<file path="src/design/aceb_pkg.sv">
// package of constants for the channel expansion bus block
package aceb_pkg;

  // ************************************************************
  // register byte offsets
  // ************************************************************
  localparam logic [7:0] REG_START   = 8'h00;
  localparam logic [7:0] REG_FINAL   = 8'h04;
  localparam logic [7:0] REG_CTRL    = 8'h08;
  localparam logic [7:0] REG_STATUS  = 8'h0c;
  localparam logic [7:0] REG_CMD     = 8'h10;
  localparam logic [7:0] REG_DATA    = 8'h14;
  localparam logic [7:0] REG_CHAN    = 8'h18;

  // ************************************************************
  // control field positions
  // ************************************************************
  localparam int CTRL_SRC_LO     = 0;   // 2-bit start source
  localparam int CTRL_SCAN       = 2;   // one scan per trigger
  localparam int CTRL_HOLD       = 3;   // inhibit address increment
  localparam int CTRL_RESCAN     = 4;
  localparam int CTRL_INHIBIT    = 5;   // ext, timer and read starts inhibited; host command still starts
  localparam int CTRL_DIFF       = 6;   // 8 local channels instead of 16
  localparam int CTRL_W          = 7;

  localparam logic [6:0] CTRL_RESET = 7'h00;
  localparam logic [7:0] START_RESET = 8'h00;
  localparam logic [7:0] FINAL_RESET = 8'h00;

  // command register bits
  localparam int CMD_START = 0;
  localparam int CMD_CLR   = 1;

  // status bit positions
  localparam int ST_EOC    = 0;
  localparam int ST_EOS    = 1;
  localparam int ST_BUSY   = 2;
  localparam int ST_LOCAL  = 3;
  localparam int ST_RUN    = 4;

  localparam logic [7:0] LOCAL_SE_CH   = 8'h10;
  localparam logic [7:0] LOCAL_DIFF_CH = 8'h08;

  // ************************************************************
  // timing
  // ************************************************************
  localparam int CLK_MHZ       = 100;
  localparam int CONV_TIME_NS  = 2000;
  localparam int CONV_CYCLES   = (CONV_TIME_NS * CLK_MHZ + 999) / 1000;
  localparam int SETTLE_BLIND  = 3;   // cycles until the synced settle line sees a new address
  localparam int MAX_BOARDS    = 10;

  typedef enum logic [1:0] {
    SRC_EXT,
    SRC_TIMER,
    SRC_READ,
    SRC_HOST
  } aceb_src_t;

endpackage : aceb_pkg

</file>
<file path="src/design/aceb_bus.sv">
// channel expansion bus controller with AXI4-Lite register slave
// ************************************************************
// Overview of operation
// - drive the 8-bit channel address onto the bus, 256 channels
// - address register auto-sequences and is loadable by software
// - one address broadcast to all boards, no per-board path
// - lowest 8 or 16 addresses select local input channels
// - addressing serves up to ten slave boards on one cable
// - trigger line is shared open-collector wired-OR
// - external trigger starts one conversion or a full scan
// - local timer output may serve as the trigger source
// - host software command starts a conversion
// - slave settling-delay line holds off the conversion
// - conversion and scan done events always go to local irq lines
// - start source: external, timer, result read or host command
// - trigger starts one conversion or one whole scan
// - sequencer increments after each conversion or holds
// - scan steps from start channel up to final channel
// - rescan reloads the start channel at end of scan
// - external trigger waits for a falling edge first
// ************************************************************
//
// The placing of the registers and the AXI4-Lite register port were decided locally.
`timescale 1ns/100ps
`default_nettype none

module aceb_bus #(
  parameter int NUM_BOARDS = aceb_pkg::MAX_BOARDS,
  parameter int DATA_W     = 16
) (
  input  wire logic        aclk,
  input  wire logic        aresetn,
  input  wire logic        ce,
  // axi4-lite slave
  input  wire logic [7:0]  s_axi_awaddr,
  input  wire logic        s_axi_awvalid,
  output logic             s_axi_awready,
  input  wire logic [31:0] s_axi_wdata,
  input  wire logic [3:0]  s_axi_wstrb,
  input  wire logic        s_axi_wvalid,
  output logic             s_axi_wready,
  output logic [1:0]       s_axi_bresp,
  output logic             s_axi_bvalid,
  input  wire logic        s_axi_bready,
  input  wire logic [7:0]  s_axi_araddr,
  input  wire logic        s_axi_arvalid,
  output logic             s_axi_arready,
  output logic [31:0]      s_axi_rdata,
  output logic [1:0]       s_axi_rresp,
  output logic             s_axi_rvalid,
  input  wire logic        s_axi_rready,
  // expansion bus
  output logic [7:0]       chan_addr,
  input  wire logic        trig_in,
  output logic             trig_out,
  output logic             trig_oe,
  input  wire logic        settle_busy,
  input  wire logic        timer_tick,
  // converter
  output logic             conv_start,
  input  wire logic        conv_done,
  input  wire logic [15:0] conv_data,
  output logic             local_sel,
  // local interrupt controller
  output logic             eoc_irq,
  output logic             eos_irq
);

  initial begin
    if (NUM_BOARDS < 1 || NUM_BOARDS > aceb_pkg::MAX_BOARDS)
      $error("NUM_BOARDS out of range");
    if (DATA_W < 1 || DATA_W > 16)
      $error("DATA_W out of range");
  end

  // ************************************************************
  // pin synchronisation
  // ************************************************************
  logic [1:0] pins_s;
  aceb_sync #(.W(2)) u_sync (
    .aclk     (aclk),
    .aresetn  (aresetn),
    .ce       (ce),
    .async_in ({settle_busy, trig_in}),
    .sync_out (pins_s)
  );

  logic trig_s;
  logic settle_s;
  logic trig_prev_q;
  logic trig_fall;
  assign trig_s   = pins_s[0];
  assign settle_s = pins_s[1];
  assign trig_fall = trig_prev_q & ~trig_s;

  // ************************************************************
  // registers
  // ************************************************************
  logic [7:0]               start_q;
  logic [7:0]               final_q;
  logic [aceb_pkg::CTRL_W-1:0] ctrl_q;
  logic [7:0]               chan_q;
  logic [15:0]              data_q;
  logic                     eoc_q;
  logic                     eos_q;
  logic                     run_q;
  logic                     busy;

  aceb_pkg::aceb_src_t src;
  assign src = aceb_pkg::aceb_src_t'(ctrl_q[aceb_pkg::CTRL_SRC_LO +: 2]);

  function automatic logic is_local(input logic [7:0] a, input logic diff);
    is_local = diff ? (a < aceb_pkg::LOCAL_DIFF_CH) : (a < aceb_pkg::LOCAL_SE_CH);
  endfunction

  // ************************************************************
  // axi4-lite handshake
  // ************************************************************
  logic [7:0]  aw_q;
  logic        aw_have_q;
  logic [31:0] w_q;
  logic [3:0]  ws_q;
  logic        w_have_q;
  logic        wr_go;
  logic        rd_go;
  logic        rd_data_pulse;

  assign wr_go = aw_have_q & w_have_q & ~s_axi_bvalid;
  assign rd_go = s_axi_arvalid & s_axi_arready;

  always_ff @(posedge aclk) begin
    if (!aresetn) begin
      aw_have_q     <= 1'b0;
      w_have_q      <= 1'b0;
      aw_q          <= 8'h00;
      w_q           <= 32'h0000_0000;
      ws_q          <= 4'h0;
      s_axi_awready <= 1'b0;
      s_axi_wready  <= 1'b0;
      s_axi_bvalid  <= 1'b0;
      s_axi_bresp   <= 2'h0;
    end else if (ce) begin
      s_axi_awready <= ~aw_have_q & ~s_axi_awready & s_axi_awvalid;
      s_axi_wready  <= ~w_have_q & ~s_axi_wready & s_axi_wvalid;
      if (s_axi_awvalid & s_axi_awready) begin
        aw_have_q <= 1'b1;
        aw_q      <= s_axi_awaddr;
      end
      if (s_axi_wvalid & s_axi_wready) begin
        w_have_q <= 1'b1;
        w_q      <= s_axi_wdata;
        ws_q     <= s_axi_wstrb;
      end
      if (wr_go) begin
        aw_have_q    <= 1'b0;
        w_have_q     <= 1'b0;
        s_axi_bvalid <= 1'b1;
        s_axi_bresp  <= (aw_q > aceb_pkg::REG_CHAN) || (aw_q[1:0] != 2'h0) ? 2'h2 : 2'h0;
      end else if (s_axi_bready) begin
        s_axi_bvalid <= 1'b0;
      end
    end
  end

  logic wr_start;
  logic wr_final;
  logic wr_ctrl;
  logic wr_cmd;
  always_comb begin
    wr_start = 1'b0;
    wr_final = 1'b0;
    wr_ctrl  = 1'b0;
    wr_cmd   = 1'b0;
    if (wr_go && ws_q[0]) begin
      if (aw_q == aceb_pkg::REG_START) begin
        wr_start = 1'b1;
      end else if (aw_q == aceb_pkg::REG_FINAL) begin
        wr_final = 1'b1;
      end else if (aw_q == aceb_pkg::REG_CTRL) begin
        wr_ctrl = 1'b1;
      end else if (aw_q == aceb_pkg::REG_CMD) begin
        wr_cmd = 1'b1;
      end
    end
  end

  always_ff @(posedge aclk) begin
    if (!aresetn) begin
      start_q <= aceb_pkg::START_RESET;
      final_q <= aceb_pkg::FINAL_RESET;
      ctrl_q  <= aceb_pkg::CTRL_RESET;
    end else if (ce) begin
      if (wr_start) start_q <= w_q[7:0];
      if (wr_final) final_q <= w_q[7:0];
      if (wr_ctrl)  ctrl_q  <= w_q[aceb_pkg::CTRL_W-1:0];
    end
  end

  // ************************************************************
  // read path
  // ************************************************************
  always_ff @(posedge aclk) begin
    if (!aresetn) begin
      s_axi_arready <= 1'b0;
      s_axi_rvalid  <= 1'b0;
      s_axi_rdata   <= 32'h0000_0000;
      s_axi_rresp   <= 2'h0;
      rd_data_pulse <= 1'b0;
    end else if (ce) begin
      s_axi_arready <= s_axi_arvalid & ~s_axi_arready & ~s_axi_rvalid;
      rd_data_pulse <= 1'b0;
      if (rd_go) begin
        s_axi_rvalid <= 1'b1;
        s_axi_rresp  <= 2'h0;
        s_axi_rdata  <= 32'h0000_0000;
        if (s_axi_araddr == aceb_pkg::REG_START) begin
          s_axi_rdata[7:0] <= start_q;
        end else if (s_axi_araddr == aceb_pkg::REG_FINAL) begin
          s_axi_rdata[7:0] <= final_q;
        end else if (s_axi_araddr == aceb_pkg::REG_CTRL) begin
          s_axi_rdata[aceb_pkg::CTRL_W-1:0] <= ctrl_q;
        end else if (s_axi_araddr == aceb_pkg::REG_STATUS) begin
          s_axi_rdata[aceb_pkg::ST_EOC]   <= eoc_q;
          s_axi_rdata[aceb_pkg::ST_EOS]   <= eos_q;
          s_axi_rdata[aceb_pkg::ST_BUSY]  <= busy;
          s_axi_rdata[aceb_pkg::ST_LOCAL] <= local_sel;
          s_axi_rdata[aceb_pkg::ST_RUN]   <= run_q;
        end else if (s_axi_araddr == aceb_pkg::REG_CMD) begin
          s_axi_rdata <= 32'h0000_0000;
        end else if (s_axi_araddr == aceb_pkg::REG_DATA) begin
          s_axi_rdata[15:0] <= data_q;
          rd_data_pulse     <= 1'b1;
        end else if (s_axi_araddr == aceb_pkg::REG_CHAN) begin
          s_axi_rdata[7:0] <= chan_q;
        end else begin
          s_axi_rresp <= 2'h2;
        end
      end else if (s_axi_rready) begin
        s_axi_rvalid <= 1'b0;
      end
    end
  end

  // ************************************************************
  // start logic and sequencer
  // ************************************************************
  typedef enum logic [1:0] {
    ACEB_IDLE,
    ACEB_SETTLE,
    ACEB_CONV
  } aceb_state_t;

  aceb_state_t state_q;
  logic [3:0]  hold_cnt_q;
  logic        trig_ev;
  logic        host_cmd;
  logic        last_chan;
  assign busy = (state_q != ACEB_IDLE);
  assign host_cmd = wr_cmd & w_q[aceb_pkg::CMD_START];
  assign last_chan = (chan_q == final_q);

  always_comb begin
    trig_ev = 1'b0;
    if (!ctrl_q[aceb_pkg::CTRL_INHIBIT]) begin
      case (src)
        aceb_pkg::SRC_EXT:   trig_ev = trig_fall;
        aceb_pkg::SRC_TIMER: trig_ev = trig_fall;
        aceb_pkg::SRC_READ:  trig_ev = rd_data_pulse;
        default:             trig_ev = 1'b0;
      endcase
    end
    // a running scan starts its next sample by itself
    if (run_q) trig_ev = 1'b1;
    trig_ev = trig_ev | host_cmd;
  end

  always_ff @(posedge aclk) begin
    if (!aresetn) begin
      // low at reset, so the idle-high pin gives no false edge
      trig_prev_q <= 1'b0;
    end else if (ce) begin
      trig_prev_q <= trig_s;
    end
  end

  always_ff @(posedge aclk) begin
    if (!aresetn) begin
      state_q    <= ACEB_IDLE;
      conv_start <= 1'b0;
      hold_cnt_q <= 4'h0;
      data_q     <= 16'h0000;
    end else if (ce) begin
      conv_start <= 1'b0;
      case (state_q)
        ACEB_IDLE: begin
          if (trig_ev && !(eos_q && !ctrl_q[aceb_pkg::CTRL_RESCAN])) begin
            state_q    <= ACEB_SETTLE;
            hold_cnt_q <= 4'(aceb_pkg::SETTLE_BLIND);
          end
        end
        ACEB_SETTLE: begin
          // settle line is stale until the new address has gone out and been synced
          if (hold_cnt_q != 4'h0) begin
            hold_cnt_q <= hold_cnt_q - 4'h1;
          end else if (!settle_s) begin
            state_q    <= ACEB_CONV;
            conv_start <= 1'b1;
          end
        end
        ACEB_CONV: begin
          if (conv_done) begin
            data_q  <= conv_data;
            state_q <= ACEB_IDLE;
          end
        end
        default: state_q <= ACEB_IDLE;
      endcase
    end
  end

  logic conv_end;
  assign conv_end = (state_q == ACEB_CONV) & conv_done;

  always_ff @(posedge aclk) begin
    if (!aresetn) begin
      chan_q <= aceb_pkg::START_RESET;
      run_q  <= 1'b0;
      eoc_q  <= 1'b0;
      eos_q  <= 1'b0;
    end else if (ce) begin
      if (wr_cmd && w_q[aceb_pkg::CMD_CLR]) begin
        eoc_q <= 1'b0;
        eos_q <= 1'b0;
      end
      if (wr_start) begin
        chan_q <= w_q[7:0];
        eos_q  <= 1'b0;
      end
      if (state_q == ACEB_IDLE && trig_ev && ctrl_q[aceb_pkg::CTRL_SCAN]) begin
        run_q <= 1'b1;
      end
      if (conv_end) begin
        eoc_q <= 1'b1;
        if (last_chan) begin
          eos_q <= 1'b1;
          run_q <= 1'b0;
          if (ctrl_q[aceb_pkg::CTRL_RESCAN]) chan_q <= start_q;
        end else if (!ctrl_q[aceb_pkg::CTRL_HOLD]) begin
          chan_q <= chan_q + 8'h01;
        end
      end
    end
  end

  // ************************************************************
  // outputs
  // ************************************************************
  always_ff @(posedge aclk) begin
    if (!aresetn) begin
      chan_addr <= 8'h00;
      local_sel <= 1'b1;
      trig_out  <= 1'b0;
      trig_oe   <= 1'b0;
      eoc_irq   <= 1'b0;
      eos_irq   <= 1'b0;
    end else if (ce) begin
      chan_addr <= chan_q;
      local_sel <= is_local(chan_q, ctrl_q[aceb_pkg::CTRL_DIFF]);
      trig_out  <= 1'b0;
      trig_oe   <= (src == aceb_pkg::SRC_TIMER) & timer_tick;
      eoc_irq   <= conv_end;
      eos_irq   <= conv_end & last_chan;
    end
  end

endmodule : aceb_bus

`default_nettype wire

</file>
<file path="src/design/aceb_sync.sv">
// two-flop synchroniser for pin inputs
`timescale 1ns/100ps
`default_nettype none

module aceb_sync #(
  parameter int W = 1
) (
  input  wire logic         aclk,
  input  wire logic         aresetn,
  input  wire logic         ce,
  input  wire logic [W-1:0] async_in,
  output logic      [W-1:0] sync_out
);

  logic [W-1:0] meta_q;

  always_ff @(posedge aclk) begin
    if (!aresetn) begin
      meta_q   <= '0;
      sync_out <= '0;
    end else if (ce) begin
      meta_q   <= async_in;
      sync_out <= meta_q;
    end
  end

endmodule : aceb_sync

`default_nettype wire

</file>
<file path="config.mk">
export PLATFORM = sky130hd
export DESIGN_NAME = aceb_bus
export DESIGN_NICKNAME = d
export VERILOG_FILES = /design/src/design/aceb_pkg.sv /design/src/design/aceb_bus.sv /design/src/design/aceb_sync.sv
export SDC_FILE = /design/constraint.sdc
export NUM_CORES = 1
export LEC_CHECK = 0
export ABC_AREA = 1
export BUFFER_PORTS_ARGS = -buffer_cell sky130_fd_sc_hd__buf_2
export CORE_UTILIZATION = 54
export DETAILED_ROUTE_END_ITERATION = 6
export PLACE_DENSITY = 0.82
export SYNTH_ARGS = -nofsm -noshare
export SYNTH_HDL_FRONTEND = slang
export SYNTH_SLANG_ARGS = --single-unit
</file>
<file path="constraint.sdc">
create_clock -name aclk -period 1.85 [get_ports aclk]
set_input_delay 0.2775 -clock aclk [delete_from_list [all_inputs] [get_ports aclk]]
set_output_delay 0.2775 -clock aclk [all_outputs]
set_load 0.05 [all_outputs]
</file>
==> key figures, run 1 <==
Power
  • PwrDens: 941 nW/µm²
  • Tot Pwr: 0.00648 W
  • Worst VDD drop: 501 µV
  • Leakage: 2.99 nW

Route
  • Met1 Wirelength: 6750 µm
  • Routed Antenna Nets: 0
  • Via density: 5.40
  • Iter 0 DRT Violations: 360
  • Via Count: 5628
  • Drt drc: 0
  • 1st-pass router iterations: 5
  • Routed WL: 15500 µm
  • DR WL met3: 1210 µm
  • Max layer used: met4
  • DR WL/cell: 14.9 µm
  • DR WL met2: 7240 µm

Layout
  • # nets final: 979
  • Area of the multi-input gates: 2680 µm²
  • Sequential cell area: 2340 µm²
  • Filler cells: 812
  • Area Overhead vs Synth: 24.2%
  • Fin cells: 1042
  • Ant diodes: 0
  • Cell area after layout: 6890 µm²
  • Share of post-route cells with drive strength above 1: 19.3%

Synthesis
  • Mapped Avg Cell Area: 7.11 µm²
  • Synth top cells by count: 139 x nand2_1, 117 x dfxtp_1, 98 x nor2_1
  • Top-count cell post-synth: nand2_1
  • Seq cells post-synth: 117
  • Number of synthesized flops with an enable pin: 0
  • Async set-reset flop share out of synthesis: 0%
  • Post-synth top area cell: dfxtp_1
  • Yosys cell types: 38
  • Cells after synthesis: 780
  • YS warnings: 0
  • Mapped Area: 5550 µm²
  • Synth top area cells: dfxtp_1 42%, nand2_1 9.4%, o21ai_0 7.0%, a21oi_1 6.9%, nor2_1 6.6%
  • Most used flip-flop cell after synthesis: dfxtp_1
  • Register area share after synthesis: 42.2%
  • Share of the synthesized area in the top cell type: 42.2%

Critical path
  • R2r worst-path depth: 11
  • Crit-path slowest cell: dfxtp_1
  • Cell depth of the worst setup path: 11
  • Slack of the worst reg-to-reg path: 120 ps
  • Worst r2r src: chan_q[6]
  • Setup CP Type: reg2reg
  • Crit end category: register
  • CP cell instances: nand2_1 -> nand2_1 -> nand2_1 -> nor2_1 -> nand2_1 -> nand2_1 -> nand3_2 -> nand3_1 -> nand3_1 -> nand2_1 -> inv_1
  • Worst EP arrival: 2140 ps
  • CP endpoint: chan_q[7]
  • Crit start category: register
  • Most used cell, CP: nand2_1
  • FF-to-FF End: chan_q[7]
  • CP delay by family, top: simple AND/OR/NAND/NOR gates
  • Critical Path Source: chan_q[6]
  • Crit-path max FO: 8
  • WP buf/inv: 1
  • CP required: 2270 ps
  • CP peak stage delay: 460 ps

Clocking
  • CTS buffer count: 17
  • CTS root buf: clkbuf_8
  • H-tree levels: 4
  • Clk buf depth: 2
  • CTS clock-pin slew for the worst setup and hold paths: 60 ps
  • Clock Sinks: 117
  • CTS tree: built
  • Clk_lat worst skew: 520 ps

Outcome
  • Status: completed

Place
  • Routability cong.: 0.951
  • Area post-placement: 6170 µm²
  • Final HPWL DP: 10500 µm
  • Placed Cells: 996
  • Input/output buffers: 88

Job
  • Max Cap Viol: 0

Floorplan
  • Initial Utilization: 56.2%
  • # IOs: 135
  • Die area: 10700 µm²
  • Die H: 103 µm
  • Die X: 103 µm
  • Core region area: 9860 µm²
  • Row count: 36

Timing
  • Max Clock Skew: 7.87 ps
  • Final Cycle Share: 93.3%
  • Slew Viols, Final: 0
  • Max-slew headroom: 60.0%
  • Endpoints failing setup: 0
  • Tmin final: 1730 ps
  • Final setup TNS: 0 ps
  • Worst slew pin tran: 600 ps
  • Worst hold slack: 10.8 ps
  • Fmax: 579 MHz
  • Final hold violations: 0

GRT
  • Antenna violations before repair: 0
  • Total GRT Usage: 30.6%
  • GRT overflow: 0
  • Vias in the first global route: 5099
  • Global-route wire length before repair: 24600 µm
  • Largest net degree at the start of global routing: 42

Worst hold path
  • Worst hold path type: in2reg
## worst min path at each step
stage / startpoint / endpoint / cells after the start
after floorplan: conv_data[0] / data_q[0] / 2
after global placement: aw_q[7] / aw_q[7] / 2
after detailed placement: aw_q[7] / aw_q[7] / 2
after CTS: conv_data[15] / data_q[15] / 3
after global routing: conv_data[9] / data_q[9] / 3
final: conv_data[15] / data_q[15] / 3
## logic make-up (layout without fill, tap and decap cells)
logic type,after synthesis,after routing,share of synthesized area [%]
flops,117,117,42.2
fa+ha+maj,2,2,0.451
simple gates,324,324,26.0
xor+xnor,5,5,0.789
compound gates,198,198,19.7
buf+inv,133,244,10.7
other cells,1,19,0.0676
## power by group
group	switching [W]	internal, W	total [W]
combinational	0.000472	0.000210	0.000681
clock	0.00117	0.00201	0.00318
sequential	0.0000396	0.00259	0.00263
## final cells by class
| cell class | instances | share of cell area [%] |
|---|---|---|
| clock buffers | 23 | 6.77 |
| repair buffers | 134 | 12.1 |
| well taps | 133 | 2.42 |
| clock inverters | 8 | 1.45 |
| multi-input cells | 548 | 38.9 |
| flip-flops and latches | 117 | 34.0 |
| inverters | 79 | 4.32 |
## tightest hold or removal path: stages
cell and delay, ps:
buf_2 80, nor2_1 30, nor2_1 100
## per-layer routing
layer,vias to the layer above,track usage (%)
met5,-,0
met2,273,50.6
met1,2531,39.7
li1,2785,-
met4,0,11.2
met3,39,5.91
## state kept, by name, summed over array words and instances (netlist names), 2 cells and up
register and cells:
data_q 16, state_q 2, aw_q 8, u_sync.meta_q 2, chan_q 8, final_q 8
start_q 8, u_sync.sync_out 2, hold_cnt_q 4, chan_addr 8, s_axi_rdata 16, w_q 8
ctrl_q 7
## layout by cell type, fill, tap and decap left out, drive strengths merged, types with 2 or more instances in the layout
cell type / Yosys / layout
clkinv: 2 / 4
a211oi: 23 / 23
clkbuf: 26 / 23
o21a: 6 / 6
o22ai: 3 / 3
bufinv: 0 / 2
o21ai: 80 / 80
inv: 77 / 77
dfxtp: 117 / 117
nor3: 8 / 8
a21oi: 76 / 76
conb: 1 / 19
nand2: 141 / 141
xnor2: 4 / 4
buf: 28 / 120
nand3: 55 / 55
nor2: 106 / 106
clkinvlp: 0 / 4
dlygate4sd3: 0 / 14
a31oi: 8 / 8
nand4: 10 / 10
ha: 2 / 2
nor4: 2 / 2
## timing repair
item / in CTS / in global routing
hold endpoints to repair: 14 / 0
setup endpoints to repair: 0 / 2
setup buffers: 0 / 1
hold buffers: 14 / 0
gates resized for setup: 0 / 1
## per-stage QoR
stage / setup WS [ps] / utilization, %
floorplan: 180 / -
global placement: 185 / 62.5
detailed placement: 192 / 62.5
CTS: 157 / 69.7
global route: -0.541 / 69.8
finish: 124 / 69.8
Power figures use the tool's default switching activity.
==> inputs of run 2 (changes only) <==
CELL_PAD_IN_SITES_DETAIL_PLACEMENT = 0   (was default)
CELL_PAD_IN_SITES_GLOBAL_PLACEMENT = 1   (was default)
CORE_UTILIZATION = 38   (was 54)
PLACE_DENSITY = 0.81   (was 0.82)
==> run 2 against run 1 <==
  * Clock-buffer cell count decreased by 1
  * Final area decreased by 1.4%
  * Maximum frequency increased by 5.8%
  * Die area increased by 41%
  * Global-route usage decreased by 8.3 points
  * Worst setup slack improved by 94 ps
  * Combinational power decreased by 3.2%
  * Register-to-register slack improved by 90 ps
  * Sequential power about the same
  * Utilization decreased by 21 points
  * Critical path depth decreased by 1
==> key figures, run 2 (synthesis gave the netlist of run 1 again) <==
Outcome
  • Status: completed

Route
  • Drt drc: 0
  • 1st-pass router iterations: 5
  • Via Count: 5330
  • DR WL/cell: 14.8 µm
  • Routed Antenna Nets: 0
  • Routed WL: 15900 µm
  • Iter 0 DRT Violations: 336
  • Via density: 4.96

Clocking
  • Hold Buf Count CTS: 0
  • Clk buf depth: 2
  • CTS buffer count: 17
  • H-tree levels: 4
  • Post-CTS Setup Inserts: 0
  • CTS root buf: clkbuf_16
  • CTS clock-pin slew for the worst setup and hold paths: 50 ps
  • Clk_lat worst skew: 410 ps
  • Clock Sinks: 117
  • CTS tree: built

Critical path
  • R2r worst-path depth: 10
  • FF-to-FF End: hold_cnt_q[1]
  • CP required: 2140 ps
  • CP delay by family, top: simple AND/OR/NAND/NOR gates
  • Crit-path max FO: 5
  • Slack of the worst reg-to-reg path: 220 ps
  • CP cell instances: nor2_4 -> nand3_2 -> inv_1 -> nand4_1 -> nand2_1 -> o21ai_0 -> nand2_1 -> nand2_1 -> nand2_1 -> a21oi_1
  • Crit end category: register
  • Critical Path Source: aw_q[0]
  • Setup CP Type: reg2reg
  • Crit-path slowest cell: dfxtp_1
  • Most used cell, CP: nand2_1
  • Crit start category: register
  • Worst r2r src: aw_q[0]
  • Worst EP arrival: 1920 ps
  • CP peak stage delay: 330 ps
  • WP buf/inv: 1

Floorplan
  • Die area: 15100 µm²
  • Core region area: 14000 µm²
  • Row count: 43
  • Initial Utilization: 39.5%
  • Die H: 123 µm
  • # IOs: 135
  • Die X: 123 µm

Place
  • Routability cong.: 0.850
  • Final HPWL DP: 11600 µm
  • Placed Cells: 1047
  • Input/output buffers: 88

GRT
  • Largest net degree at the start of global routing: 51
  • Total GRT Usage: 22.3%
  • Global-route wire length before repair: 25500 µm
  • Antenna violations before repair: 0
  • GRT overflow: 0
  • Vias in the first global route: 4916

Layout
  • Ant diodes: 0
  • Filler cells: 1472
  • Sequential cell area: 2340 µm²
  • Biggest regs: data_q x16, s_axi_rdata x16
  • Share of post-route cells with drive strength above 1: 19.8%
  • Area Overhead vs Synth: 22.4%
  • # nets final: 968
  • Most frequent cells in the layout: 138 x nand2_1, 117 x dfxtp_1, 98 x nor2_1, 88 x buf_2, 78 x o21ai_0
  • Commonest non-fill, non-tap cell in the layout: nand2_1
  • Fin cells: 1075
  • Area of the multi-input gates: 2680 µm²

Timing
  • Fmax: 613 MHz
  • Max Clock Skew: 5.35 ps
  • Slew Viols, Final: 0
  • RSZ-0062 raised after global routing: no
  • Worst slew pin tran: 528 ps
  • Worst hold slack: 90.5 ps
  • Max-slew headroom: 64.7%
  • Final setup TNS: 0 ps
  • Endpoints failing setup: 0
  • Tmin final: 1630 ps
  • Final Cycle Share: 88.2%
  • Final hold violations: 0

Worst hold path
  • Worst hold start: conv_data[9]
  • Min-Delay Path Depth: 3
  • Worst hold path type: in2reg
  • Min-Delay Endpoint: data_q[9]

Power
  • Worst VDD drop: 607 µV
  • PwrDens: 923 nW/µm²
  • Leakage: 2.94 nW

Job
  • Max Cap Viol: 0
[run 2: metrics by stage]
stage	cell area, µm²	worst slack [ps]	power (W)	utilization (%)
after floorplan	5610	180	0.00316	-
final	6790	217	0.00627	48.4
after CTS	6790	191	0.00631	48.3
after global routing	6790	1.75	0.00650	48.4
after detailed placement	6260	179	0.00333	44.6
after global placement	6260	203	0.00333	44.6
[run 2: routing by layer]
| metal | vias to the layer above | wire length (µm) | global-route usage [%] |
|---|---|---|---|
| li1 | 2755 | - | - |
| met1 | 2407 | 7580 | 30.3 |
| met4 | 0 | 124 | 5.72 |
| met3 | 10 | 1000 | 5.20 |
| met2 | 158 | 7210 | 35.2 |
| met5 | - | 0 | 0 |
[run 2: how the worst max path moves through the flow]
stage                endpoint  cells past startpoint  slack (ps)
6_report        hold_cnt_q[1]                     10         220
5_1_grt             chan_q[7]                     11           2
4_1_cts             chan_q[7]                     12         190
3_5_place_dp   s_axi_rdata[5]                     10         180
3_3_place_gp   s_axi_rdata[1]                     10         200
2_1_floorplan      final_q[0]                      8         180
[run 2: what timing repair did]
item / in CTS / in global routing
gates resized for setup: 0 / 1
setup endpoints to repair: 0 / 3
hold endpoints to repair: 0 / 0
[run 2: worst min-delay path: cells and delay by family]
kind | cells | cell delay (ps)
buffers and inverters | 1 | 80
and+or+nand+nor | 2 | 110
[run 2: power by group]
group / leakage, nW / internal (W) / switching, W / total [W]
Sequential: 0.949 / 0.00259 / 0.0000392 / 0.00263
Combinational: 1.72 / 0.000189 / 0.000469 / 0.000659
Clock: 0.267 / 0.00190 / 0.00108 / 0.00298
Total: 2.94 / 0.00468 / 0.00159 / 0.00627
[run 2: final cells by class]
type / count / area share, %
clock inverters: 6 / 0.811
inverters: 79 / 4.39
flip-flops and latches: 117 / 34.5
well taps: 180 / 3.32
multi-input cells: 548 / 39.5
repair buffers: 123 / 10.5
clock buffers: 22 / 6.98
